[config.mk]
export PLATFORM = sky130hd
export DESIGN_NAME = mesc_regs
export DESIGN_NICKNAME = d
export VERILOG_FILES = /design/src/common/mesc_pkg.sv /design/src/hw/mesc_regs.sv
export SDC_FILE = /design/constraint.sdc
export NUM_CORES = 1
export LEC_CHECK = 0
export ABC_CLOCK_PERIOD_IN_PS = 2100
export BUFFER_PORTS_ARGS = -buffer_cell sky130_fd_sc_hd__buf_4
export CAP_MARGIN = 20
export CORE_UTILIZATION = 54
export DETAILED_ROUTE_END_ITERATION = 7
export HOLD_SLACK_MARGIN = 0.08
export PLACE_DENSITY_LB_ADDON = 0.1
export SLEW_MARGIN = 20
export SYNTH_ARGS = -nofsm -noshare
export SYNTH_HDL_FRONTEND = slang
export SYNTH_SLANG_ARGS = --single-unit
[constraint.sdc]
create_clock -name clk -period 2.1 [get_ports clk]
set_input_delay 0.315 -clock clk [delete_from_list [all_inputs] [get_ports clk]]
set_output_delay 0.315 -clock clk [all_outputs]
set_load 0.02 [all_outputs]
[src/common/mesc_pkg.sv]
// package for the motion event status and configuration register bank
// assumes a byte-wide register port driven by the serial interface decoder
package mesc_pkg;
   // ************************************************************
   // register offsets
   // ************************************************************
   localparam logic [7:0] WAKEUP_EVENT_SOURCE_ADDR = 8'h45;
   localparam logic [7:0] TAP_EVENT_SOURCE_ADDR = 8'h46;
   localparam logic [7:0] ORIENTATION_SOURCE_ADDR = 8'h47;
   localparam logic [7:0] FUNC_STATUS_SUMMARY_ADDR = 8'h49;
   localparam logic [7:0] STATE_MACHINE_STATUS_ADDR = 8'h4A;
   localparam logic [7:0] LEARNING_CORE_STATUS_ADDR = 8'h4B;
   localparam logic [7:0] FREQUENCY_TRIM_READOUT_ADDR = 8'h4F;
   localparam logic [7:0] FUNCTION_ENABLES_ADDR = 8'h50;
   localparam logic [7:0] INACTIVITY_CONFIG_ADDR = 8'h54;
   localparam logic [7:0] INACTIVITY_THRESHOLD_ADDR = 8'h55;
   localparam logic [7:0] TAP_FILTER_CONFIG_ADDR = 8'h56;
   localparam logic [7:0] TAP_PRIORITY_Z_THRESHOLD_ADDR = 8'h57;
   // ************************************************************
   // reset values
   // ************************************************************
   localparam logic [7:0] FUNCTION_ENABLES_RST = 8'h00;
   localparam logic [7:0] INACTIVITY_CONFIG_RST = 8'h04;
   localparam logic [7:0] INACTIVITY_THRESHOLD_RST = 8'h00;
   localparam logic [7:0] TAP_FILTER_CONFIG_RST = 8'h00;
   localparam logic [7:0] TAP_PRIORITY_Z_THRESHOLD_RST = 8'h00;
   // ************************************************************
   // writable bit masks (forced-zero bits never stored)
   // ************************************************************
   localparam logic [7:0] FUNCTION_ENABLES_MASK = 8'hCB;
   localparam logic [7:0] INACTIVITY_THRESHOLD_MASK = 8'h3F;
   localparam logic [7:0] TAP_FILTER_CONFIG_MASK = 8'h7F;
   // ************************************************************
   // field positions
   // ************************************************************
   localparam int FE_IRQ_ENABLE_BIT = 7;
   localparam int FE_TIMESTAMP_EN_BIT = 6;
   localparam int FE_KEEP_LATCHED_BIT = 3;
   localparam int FE_POWER_MODE_LSB = 0;
   localparam int IC_SLEEP_ON_PIN_BIT = 7;
   localparam int IC_WEIGHT_LSB = 4;
   localparam int IC_RATE_LSB = 2;
   localparam int IC_COUNT_LSB = 0;
   localparam int TC_ORIENT_FILT_BIT = 6;
   localparam int TC_SETTLE_MASK_BIT = 5;
   localparam int TC_MOTION_FILT_BIT = 4;
   localparam int TC_TAP_Z_EN_BIT = 3;
   localparam int TC_TAP_Y_EN_BIT = 2;
   localparam int TC_TAP_X_EN_BIT = 1;
   localparam int TC_LATCH_BIT = 0;
   localparam int TP_PRIORITY_LSB = 5;
   localparam int TP_LEVEL_Z_LSB = 0;
   // ************************************************************
   // modes and timing
   // ************************************************************
   localparam logic [1:0] PWR_INT_ONLY = 2'b00;
   localparam logic [1:0] PWR_XL_LOW = 2'b01;
   localparam logic [1:0] PWR_GYRO_SLEEP = 2'b10;
   localparam logic [1:0] PWR_GYRO_OFF = 2'b11;
   localparam int CLK_HZ = 125_000_000;
   localparam int TICK_HZ = 46_080;
   localparam int TICK_CYCLES = CLK_HZ / TICK_HZ;
   localparam logic [7:0] TRIM_RST = 8'h00;
endpackage : mesc_pkg

[src/hw/mesc_regs.sv]
// register bank for motion event sources, embedded function status and
// basic motion function configuration
// assumes a single-cycle byte register port from the serial front end,
// event pulses synchronous to clk, and the trim value arriving from pins
`timescale 1ns/1ns
module mesc_regs
   import mesc_pkg::*;
#(
   parameter int TICK_DIV = TICK_CYCLES
) (
   input wire logic clk,
   input wire logic reset_n,
   // register port
   input wire logic reg_wr,
   input wire logic reg_rd,
   input wire logic [7:0] reg_addr,
   input wire logic [7:0] reg_wdata,
   output logic [7:0] reg_rdata,
   // read of the all-source register elsewhere in the device
   input wire logic all_src_rd,
   // basic function events, one-cycle pulses from the detectors
   input wire logic settling,
   input wire logic wakeup_evt,
   input wire logic [2:0] wakeup_axes,
   input wire logic freefall_evt,
   input wire logic activity_change_evt,
   input wire logic sleep_state_in,
   input wire logic tap_single_evt,
   input wire logic tap_double_evt,
   input wire logic tap_sign_in,
   input wire logic [2:0] tap_axes,
   input wire logic orientation_evt,
   input wire logic [5:0] orientation_axes,
   // embedded function status levels
   input wire logic long_counter_timeout_flag,
   input wire logic significant_motion_flag,
   input wire logic incline_flag,
   input wire logic step_flag,
   input wire logic [7:0] fsm_irq,
   input wire logic [3:0] mlc_irq,
   // trim from the oscillator fuses
   input wire logic [7:0] rate_trim_in,
   // configuration outputs
   output logic basic_irq,
   output logic activity_pin,
   output logic [31:0] timestamp,
   output logic [1:0] inactivity_power_mode,
   output logic [2:0] threshold_weight,
   output logic [1:0] inactive_rate_sel,
   output logic [1:0] activity_entry_count,
   output logic [5:0] inactivity_level,
   output logic orientation_filter_sel,
   output logic motion_filter_sel,
   output logic [2:0] tap_axis_en,
   output logic [2:0] tap_priority,
   output logic [4:0] knock_level_z
);

   // ************************************************************
   // register map
   // ************************************************************
   // 0x45 wakeup source, read only
   //    bit 7 zero
   //    bit 6 activity change flag
   //    bit 5 freefall flag
   //    bit 4 sleep level, live
   //    bit 3 wakeup flag
   //    bits 2..0 axes z, y, x

   // 0x46 tap source, read only
   //    bit 7 any tap
   //    bit 6 single, bit 5 double
   //    bit 4 zero
   //    bit 3 sign, 1 negative
   //    bits 2..0 axes z, y, x

   // 0x47 orientation source
   //    bit 7 zero
   //    bit 6 change flag
   //    bits 5..0 high/low, x first

   // 0x49 embedded status, live
   //    bit 7 long counter timeout
   //    bit 5 motion, bit 4 incline
   //    bit 3 step, rest zero

   // 0x4A machine status, live
   // 0x4B core status, low nibble
   // 0x4F rate trim, signed

   // 0x50 function enables
   //    bit 7 basic irq enable
   //    bit 6 timestamp enable
   //    bit 3 keep latched flags
   //    bits 1..0 power mode
   //    bits 5, 4, 2 not stored

   // 0x54 inactivity config
   //    bit 7 sleep level on pin
   //    bits 6..4 weight
   //    bits 3..2 inactive rate
   //    bits 1..0 entry count

   // 0x55 level, bits 7..6 dropped

   // 0x56 tap filter config
   //    bit 7 not stored
   //    bit 6 orientation filter
   //    bit 5 settling mask
   //    bit 4 motion filter
   //    bits 3..1 tap axes z, y, x
   //    bit 0 latch mode

   // 0x57 priority 7..5, z level 4..0
   // other addresses read zero

   // ************************************************************
   // conventions
   // ************************************************************
   // events are one-cycle pulses;
   // a longer pulse counts once per cycle
   // axes and sign are taken only
   // with their own event pulse
   // status levels read as they
   // stand, never cleared here

   // ************************************************************
   // port timing
   // ************************************************************
   // a strobe is taken on the edge
   // where it is high; writes land
   // there and fields follow at once
   // read data stand until the
   // next read strobe
   // a source read clears at the
   // capturing edge, so the host
   // sees what it clears
   // back to back strobes are fine;
   // there are no wait states

   // reset: fields zero except the
   // inactive rate (15 Hz code)
   // reserved bits are masked on
   // write, so storage = readback

   // ************************************************************
   // configuration registers
   // ************************************************************
   logic [7:0] func_en_q;
   logic [7:0] inact_cfg_q;
   logic [7:0] inactivity_level_q;
   logic [7:0] tap_cfg_q;
   logic [7:0] tap_prio_q;

   // write strobes per register
   wire wr_func_en = reg_wr && (reg_addr == FUNCTION_ENABLES_ADDR);
   wire wr_inact_cfg = reg_wr && (reg_addr == INACTIVITY_CONFIG_ADDR);
   wire wr_inactivity_level = reg_wr && (reg_addr == INACTIVITY_THRESHOLD_ADDR);
   wire wr_tap_cfg = reg_wr && (reg_addr == TAP_FILTER_CONFIG_ADDR);
   wire wr_tap_prio = reg_wr && (reg_addr == TAP_PRIORITY_Z_THRESHOLD_ADDR);

   // forced-zero bits are dropped on write so they always read zero
   always_ff @(posedge clk or negedge reset_n) begin
      if (!reset_n) begin
         func_en_q <= FUNCTION_ENABLES_RST;
         inact_cfg_q <= INACTIVITY_CONFIG_RST;
         inactivity_level_q <= INACTIVITY_THRESHOLD_RST;
         tap_cfg_q <= TAP_FILTER_CONFIG_RST;
         tap_prio_q <= TAP_PRIORITY_Z_THRESHOLD_RST;
      end else begin
         if (wr_func_en) func_en_q <= reg_wdata & FUNCTION_ENABLES_MASK;
         if (wr_inact_cfg) inact_cfg_q <= reg_wdata;
         if (wr_inactivity_level) inactivity_level_q <= reg_wdata & INACTIVITY_THRESHOLD_MASK;
         if (wr_tap_cfg) tap_cfg_q <= reg_wdata & TAP_FILTER_CONFIG_MASK;
         if (wr_tap_prio) tap_prio_q <= reg_wdata;
      end
   end

   // ************************************************************
   // field decode
   // ************************************************************
   wire irq_enable = func_en_q[FE_IRQ_ENABLE_BIT];
   wire timestamp_en = func_en_q[FE_TIMESTAMP_EN_BIT];
   wire keep_latched_on_read = func_en_q[FE_KEEP_LATCHED_BIT];
   wire sleep_on_pin = inact_cfg_q[IC_SLEEP_ON_PIN_BIT];
   wire settling_trigger_mask = tap_cfg_q[TC_SETTLE_MASK_BIT];
   wire irq_latch_mode = tap_cfg_q[TC_LATCH_BIT];

   assign inactivity_power_mode = func_en_q[FE_POWER_MODE_LSB +: 2];
   assign threshold_weight = inact_cfg_q[IC_WEIGHT_LSB +: 3];
   assign inactive_rate_sel = inact_cfg_q[IC_RATE_LSB +: 2];
   assign activity_entry_count = inact_cfg_q[IC_COUNT_LSB +: 2];
   assign inactivity_level = inactivity_level_q[5:0];
   assign orientation_filter_sel = tap_cfg_q[TC_ORIENT_FILT_BIT];
   assign motion_filter_sel = tap_cfg_q[TC_MOTION_FILT_BIT];
   // the host keeps these clear for axes it has disabled; no check here
   assign tap_axis_en = {tap_cfg_q[TC_TAP_Z_EN_BIT], tap_cfg_q[TC_TAP_Y_EN_BIT], tap_cfg_q[TC_TAP_X_EN_BIT]};
   assign tap_priority = tap_prio_q[TP_PRIORITY_LSB +: 3];
   assign knock_level_z = tap_prio_q[TP_LEVEL_Z_LSB +: 5];

   // ************************************************************
   // event gating and source flags
   // ************************************************************
   // basic events are dropped when disabled, or while data settle with the settling mask set
   wire evt_ok = irq_enable && !(settling_trigger_mask && settling);
   wire wu_set = evt_ok && wakeup_evt;
   wire ff_set = evt_ok && freefall_evt;
   wire ac_set = evt_ok && activity_change_evt;
   wire tap_set = evt_ok && (tap_single_evt || tap_double_evt);
   wire or_set = evt_ok && orientation_evt;

   // hazards of the event path:
   //  - an event in a clear cycle
   //    wins, so none is lost
   //  - pulsed mode keeps no
   //    history; slow hosts latch
   //  - disable gates new events
   //    only; held flags stay
   //  - settling masks triggers,
   //    not flags already held
   //  - sleep level is a state,
   //    it bypasses the latch
   //  - basic_irq is the OR of
   //    the stored event flags

   // source registers: latched mode holds until cleared, pulsed mode
   // shows the event for one cycle only; set beats clear
   logic [7:0] wu_src_q;
   logic [7:0] tap_event_source_q;
   logic [7:0] or_src_q;
   logic sleep_state_q;

   wire rd_wu = reg_rd && (reg_addr == WAKEUP_EVENT_SOURCE_ADDR);
   wire rd_tap = reg_rd && (reg_addr == TAP_EVENT_SOURCE_ADDR);
   wire rd_or = reg_rd && (reg_addr == ORIENTATION_SOURCE_ADDR);
   wire clr_all = all_src_rd && !keep_latched_on_read;
   wire hold = irq_latch_mode;

   // next values; bit 4 of the wakeup source is the live sleep level
   wire [7:0] wu_new = {1'b0, ac_set, ff_set, 1'b0, wu_set, wu_set ? wakeup_axes : 3'b000};
   wire [7:0] tap_new = {tap_set, tap_set && tap_single_evt, tap_set && tap_double_evt, 1'b0,
                         tap_set && tap_sign_in, tap_set ? tap_axes : 3'b000};
   wire [7:0] or_new = {1'b0, or_set, or_set ? orientation_axes : 6'b000000};
   wire [7:0] wu_d = (hold && !rd_wu && !clr_all) ? (wu_src_q | wu_new) : wu_new;
   wire [7:0] tap_d = (hold && !rd_tap && !clr_all) ? (tap_event_source_q | tap_new) : tap_new;
   wire [7:0] or_d = (hold && !rd_or && !clr_all) ? (or_src_q | or_new) : or_new;

   always_ff @(posedge clk or negedge reset_n) begin
      if (!reset_n) begin
         wu_src_q <= 8'h00;
         tap_event_source_q <= 8'h00;
         or_src_q <= 8'h00;
         sleep_state_q <= 1'b0;
      end else begin
         wu_src_q <= wu_d;
         tap_event_source_q <= tap_d;
         or_src_q <= or_d;
         sleep_state_q <= sleep_state_in;
      end
   end

   // interrupt request and the activity pin view
   assign basic_irq = |{wu_src_q[6:5], wu_src_q[3], tap_event_source_q[7], or_src_q[6]};
   assign activity_pin = sleep_on_pin ? sleep_state_q : wu_src_q[6];

   // ************************************************************
   // timestamp counter
   // ************************************************************
   // wraps silently after 2^32
   // ticks; host tracks overflow
   // disable freezes the value
   // and restarts the divider
   // the tick divider ignores trim; trim is reported, not applied here
   logic [15:0] tick_cnt_q;
   logic [31:0] ts_q;
   wire tick = (tick_cnt_q == 16'(TICK_DIV - 1));

   always_ff @(posedge clk or negedge reset_n) begin
      if (!reset_n) begin
         tick_cnt_q <= 16'h0000;
         ts_q <= 32'h0000_0000;
      end else if (!timestamp_en) begin
         tick_cnt_q <= 16'h0000;
      end else begin
         tick_cnt_q <= tick ? 16'h0000 : tick_cnt_q + 16'h0001;
         if (tick) ts_q <= ts_q + 32'h0000_0001;
      end
   end
   assign timestamp = ts_q;

   // ************************************************************
   // trim capture (pin input through two flops)
   // ************************************************************
   // fuse value from another
   // domain; settles long before
   // any host read
   logic [7:0] trim_s1_q;
   logic [7:0] trim_q;
   always_ff @(posedge clk or negedge reset_n) begin
      if (!reset_n) begin
         trim_s1_q <= TRIM_RST;
         trim_q <= TRIM_RST;
      end else begin
         trim_s1_q <= rate_trim_in;
         trim_q <= trim_s1_q;
      end
   end

   // ************************************************************
   // read mux
   // ************************************************************
   // mode, weight, rate and count
   // go out uninterpreted; the
   // weight saturation lives in
   // the detector, not here
   // tap axis enables are stored
   // as written, not cross-checked
   wire [7:0] emb_stat = {long_counter_timeout_flag, 1'b0, significant_motion_flag, incline_flag,
                          step_flag, 3'b000};
   logic [7:0] rdata_d;
   always_comb begin
      case (reg_addr)
         WAKEUP_EVENT_SOURCE_ADDR: rdata_d = {wu_src_q[7:5], sleep_state_q, wu_src_q[3:0]};
         TAP_EVENT_SOURCE_ADDR: rdata_d = tap_event_source_q;
         ORIENTATION_SOURCE_ADDR: rdata_d = or_src_q;
         FUNC_STATUS_SUMMARY_ADDR: rdata_d = emb_stat;
         STATE_MACHINE_STATUS_ADDR: rdata_d = fsm_irq;
         LEARNING_CORE_STATUS_ADDR: rdata_d = {4'h0, mlc_irq};
         FREQUENCY_TRIM_READOUT_ADDR: rdata_d = trim_q;
         FUNCTION_ENABLES_ADDR: rdata_d = func_en_q;
         INACTIVITY_CONFIG_ADDR: rdata_d = inact_cfg_q;
         INACTIVITY_THRESHOLD_ADDR: rdata_d = inactivity_level_q;
         TAP_FILTER_CONFIG_ADDR: rdata_d = tap_cfg_q;
         TAP_PRIORITY_Z_THRESHOLD_ADDR: rdata_d = tap_prio_q;
         default: rdata_d = 8'h00;
      endcase
   end

   // read data registered on the read strobe
   always_ff @(posedge clk or negedge reset_n) begin
      if (!reset_n) begin
         reg_rdata <= 8'h00;
      end else if (reg_rd) begin
         reg_rdata <= rdata_d;
      end
   end

endmodule : mesc_regs

==> results.sh <==
export IMPL_crit_buf_inv=1
export IMPL_dpl_worst_slack_ns=0.07158
export IMPL_layout_drive_gt1_share=0.3741
export IMPL_skew_ns=0.007468
export IMPL_ff2ff_setup_slack_ns=0.15
export IMPL_synth_xor_area_frac=0.06450
export IMPL_whs_ns=0.1133
export IMPL_synth_top_area_frac=0.5160
export IMPL_routed_wl_um=16380
export IMPL_die_height_um=108.4
export IMPL_first_pass_iters=4
export IMPL_cap_viol_max_count=0
export IMPL_syn_area_per_cell_sq_um=11.73
export IMPL_root_buffer="clkbuf_16"
export IMPL_dp_cells=785
export IMPL_initial_core_util=0.5588
export IMPL_hold_buffers=10
export IMPL_synth_most_common_cell="dfrtp_1"
export IMPL_endpoint="timestamp[31]$_DFFE_PN0P_"
export IMPL_die_x_um=108.4
export IMPL_htreeDepth=4
export IMPL_yosysTopAreaCell="dfrtp_1"
export IMPL_diodes=0
export IMPL_synth_distinct_cells=62
export IMPL_muxShareOfSynthArea=0.09255
export IMPL_ys_warn_count=0
export IMPL_layout_min_cycle_time_ns=1.950
export IMPL_numCtsBuffers=17
export IMPL_crit_chain="ha_1 > and4bb_1 > nand4_1 > or2_1 > buf_12 > nor4_2 > xor2_1"
export IMPL_antenna_found_initial=0
export IMPL_cp_depth=7
export IMPL_fin_crit_sh=0.9284
export IMPL_rr_worst_depth=7
export IMPL_synth_top_flop_cell="dfrtp_1"
export IMPL_vias_per_cell=5.938
export IMPL_max_freq_mhz=512.9
export IMPL_cts_tree="done"
export IMPL_synth_edff_count=0
export IMPL_cpLargestDelayFamily="simple AND/OR/NAND/NOR gates"
export IMPL_status="complete, no violations"
export IMPL_drc_errors=0
export IMPL_place_area_sq_mm=0.007291
export IMPL_syn_area_sq_mm=0.006111
export IMPL_fin_tns_setup_ns=0
export IMPL_synth_fp_nets=589
export IMPL_synth_fa_ha_area_frac=0.004095
export IMPL_clkTransAtPathRegs_ns=0.06
export IMPL_portBuffers=135
export IMPL_ir_worst_vdd_mv=0.5539
export IMPL_grt_pass1_vias=4856
export IMPL_fin_area_sq_mm=0.008004
export IMPL_yosys_area_share_simple=0.1802
export IMPL_r2r_start="tick_cnt_q[0]$_DFF_PN0_"
export IMPL_synthTopCellsByCount="dfrtp_1, mux2_2, nand2_1"
export IMPL_worstSetupEndpointType="flop"
export IMPL_area_growth_syn_to_layout_pct=30.98
export IMPL_crit_path_start="tick_cnt_q[0]$_DFF_PN0_"
export IMPL_grt_usage=0.2977
export IMPL_path_max_fanout=18
export IMPL_slew_headroom=0.5073
export IMPL_synthCells=521
export IMPL_synth_top_family_by_area="simple AND/OR/NAND/NOR gates"
export IMPL_grt_first_pass_wirelength_um=25610
export IMPL_hold_viol_final=0
export IMPL_drv_slew=0
export IMPL_startpoint_type="flop"
export IMPL_slowest_delay_ns=0.40
export IMPL_core_sq_mm=0.01094
export IMPL_synth_compound_area_frac=0.09787
export IMPL_wl_per_cell_um=19.80
export IMPL_yosysSeqAreaShare=0.5203
export IMPL_via_count=4911
export IMPL_ys_seq_elements=127
export IMPL_fin_ws_ns=0.1503
export IMPL_rows=38
export IMPL_required_ns=2.44
export IMPL_grt_ovfl_total=0
export IMPL_finalNetCount=742
export IMPL_crit_type="flop to flop"
export IMPL_clock_latency_ns=0.42
export IMPL_yosys_top_cells_area="dfrtp_1, mux2_2, xor2_1"
export IMPL_power_density_mw_per_mm2=752.9
export IMPL_seqCellArea_sq_mm=0.003179
export IMPL_io_pins=136
export IMPL_hold_class="primary input to flop"
export IMPL_p_leak_uw=0.003890
export IMPL_drt_iter0_markers=287
export IMPL_instances_no_fill=827
export IMPL_post_cts_setup_buffers=0
export IMPL_cts_sinks=127
export IMPL_clk_path_buf_depth=2
export IMPL_grt_max_degree=128
export IMPL_worst_pin_slew_ns=0.7356
export IMPL_cts_repair_resized=0
export IMPL_crit_slowest_cell="dfrtp_1"
export IMPL_async_reset_ff_frac=1.000
export IMPL_dp_hpwl_um=11780
export IMPL_drtAntennaViolNets=0
export IMPL_setup_violations=0
export IMPL_dieArea_sq_mm=0.01175
export IMPL_rsz0062_at_grt="false"
export IMPL_num_fill_cells=787
export IMPL_multi_input_comb_area_sq_mm=0.002684
export IMPL_place_gp_congestion=0.9603
export IMPL_arrival_ns=2.29
export IMPL_rr_endpoint="timestamp[31]$_DFFE_PN0P_"
## how the worst min path moves through the flow
stage | slack (ns) | cells past startpoint | endpoint | start
global route | 0.10 | 2 | tap_event_source_q[1]$_DFF_PN0_ | tap_axes[1]
finish | 0.11 | 2 | or_src_q[2]$_DFF_PN0_ | orientation_axes[2]
global placement | 0.33 | 0 | trim_q[3]$_DFF_PN0_ | trim_s1_q[3]$_DFF_PN0_
CTS | 0.10 | 2 | tap_event_source_q[1]$_DFF_PN0_ | tap_axes[1]
detailed placement | 0.33 | 0 | trim_q[3]$_DFF_PN0_ | trim_s1_q[3]$_DFF_PN0_
floorplan | 0.02 | 0 | func_en_q[0]$_DFFE_PN0P_ | reset_n
## kinds of logic (layout without fill, tap and decap cells)
kind of cell	count (synthesis)	count (layout)
AOI/OAI and AO/OA	76	76
adders and majority gates	2	2
DFF	127	127
xor gates and xnor gates	45	45
muxes	49	49
buffers and inverters	45	211
and+or+nand+nor	177	177
## where the power goes
part / switching [uW] / internal [uW] / leakage (uW)
Clock: 1090 / 1940 / 0.000301
Combinational: 231 / 212 / 0.00186
Sequential: 50.3 / 2510 / 0.00172
## flip-flops by register name, indices dropped and copies added (netlist names), 8 cells and up
register     cells
timestamp       32
tick_cnt_q      16
inact_cfg_q      8
reg_rdata        8
tap_prio_q       8
trim_q           8
trim_s1_q        8
## cells in the final DEF, fill, tap and decap left out, types with 3 or more instances in the layout
cell / netlist / final
a22oi_1: 5 / 5
nor2b_1: 6 / 6
nor3_1: 11 / 11
mux2i_1: 7 / 7
clkinv_2: 0 / 3
dfrtp_1: 126 / 126
a31oi_1: 7 / 7
o21ai_0: 8 / 8
nor2_1: 29 / 29
dlygate4sd3_1: 0 / 10
bufinv_16: 0 / 3
nand2_1: 33 / 33
inv_1: 10 / 10
xor2_1: 26 / 26
a221oi_1: 5 / 5
mux2_2: 40 / 40
nor4_2: 5 / 5
nand4_1: 15 / 15
buf_4: 14 / 156
nand3b_1: 3 / 3
a32oi_1: 4 / 4
o22ai_1: 4 / 4
and2_1: 5 / 5
inv_6: 0 / 3
nor3_2: 6 / 6
a32o_1: 5 / 5
xnor2_1: 19 / 19
and3_1: 14 / 14
and4_1: 5 / 5
nand3_1: 26 / 26
clkbuf_16: 0 / 17
a22o_1: 23 / 23
## worst register-to-register path, stage by stage (launching register included)
cell and delay, ns:
dfrtp_1 0.40, ha_1 0.21, and4bb_1 0.21, nand4_1 0.13, or2_1 0.31, buf_12 0.19, nor4_2 0.28, xor2_1 0.16
## cell type report
| type | count | share of cell area |
|---|---|---|
| clock buffer | 20 | 0.05706 |
| multi-input combinational | 349 | 0.3353 |
| sequential | 127 | 0.3972 |
| timing repair buffer | 168 | 0.1638 |
| inverter | 11 | 0.005159 |
| tap | 140 | 0.02189 |
| clock inverter | 12 | 0.01954 |
## per-layer routing
layer | global-route usage | routed length [um]
met5 | 0 | 0
met2 | 0.4600 | 7869
met3 | 0.08258 | 1188
met1 | 0.3805 | 6670
met4 | 0.1612 | 650
## metrics by stage
step,total power [uW],utilization
CTS,6064,0.7319
detailed placement,3024,0.6667
finish,6026,0.7319
global route,6225,0.7319
floorplan,2757,-
global placement,3017,0.6667
No activity file was read; power rests on OpenSTA's default activity.
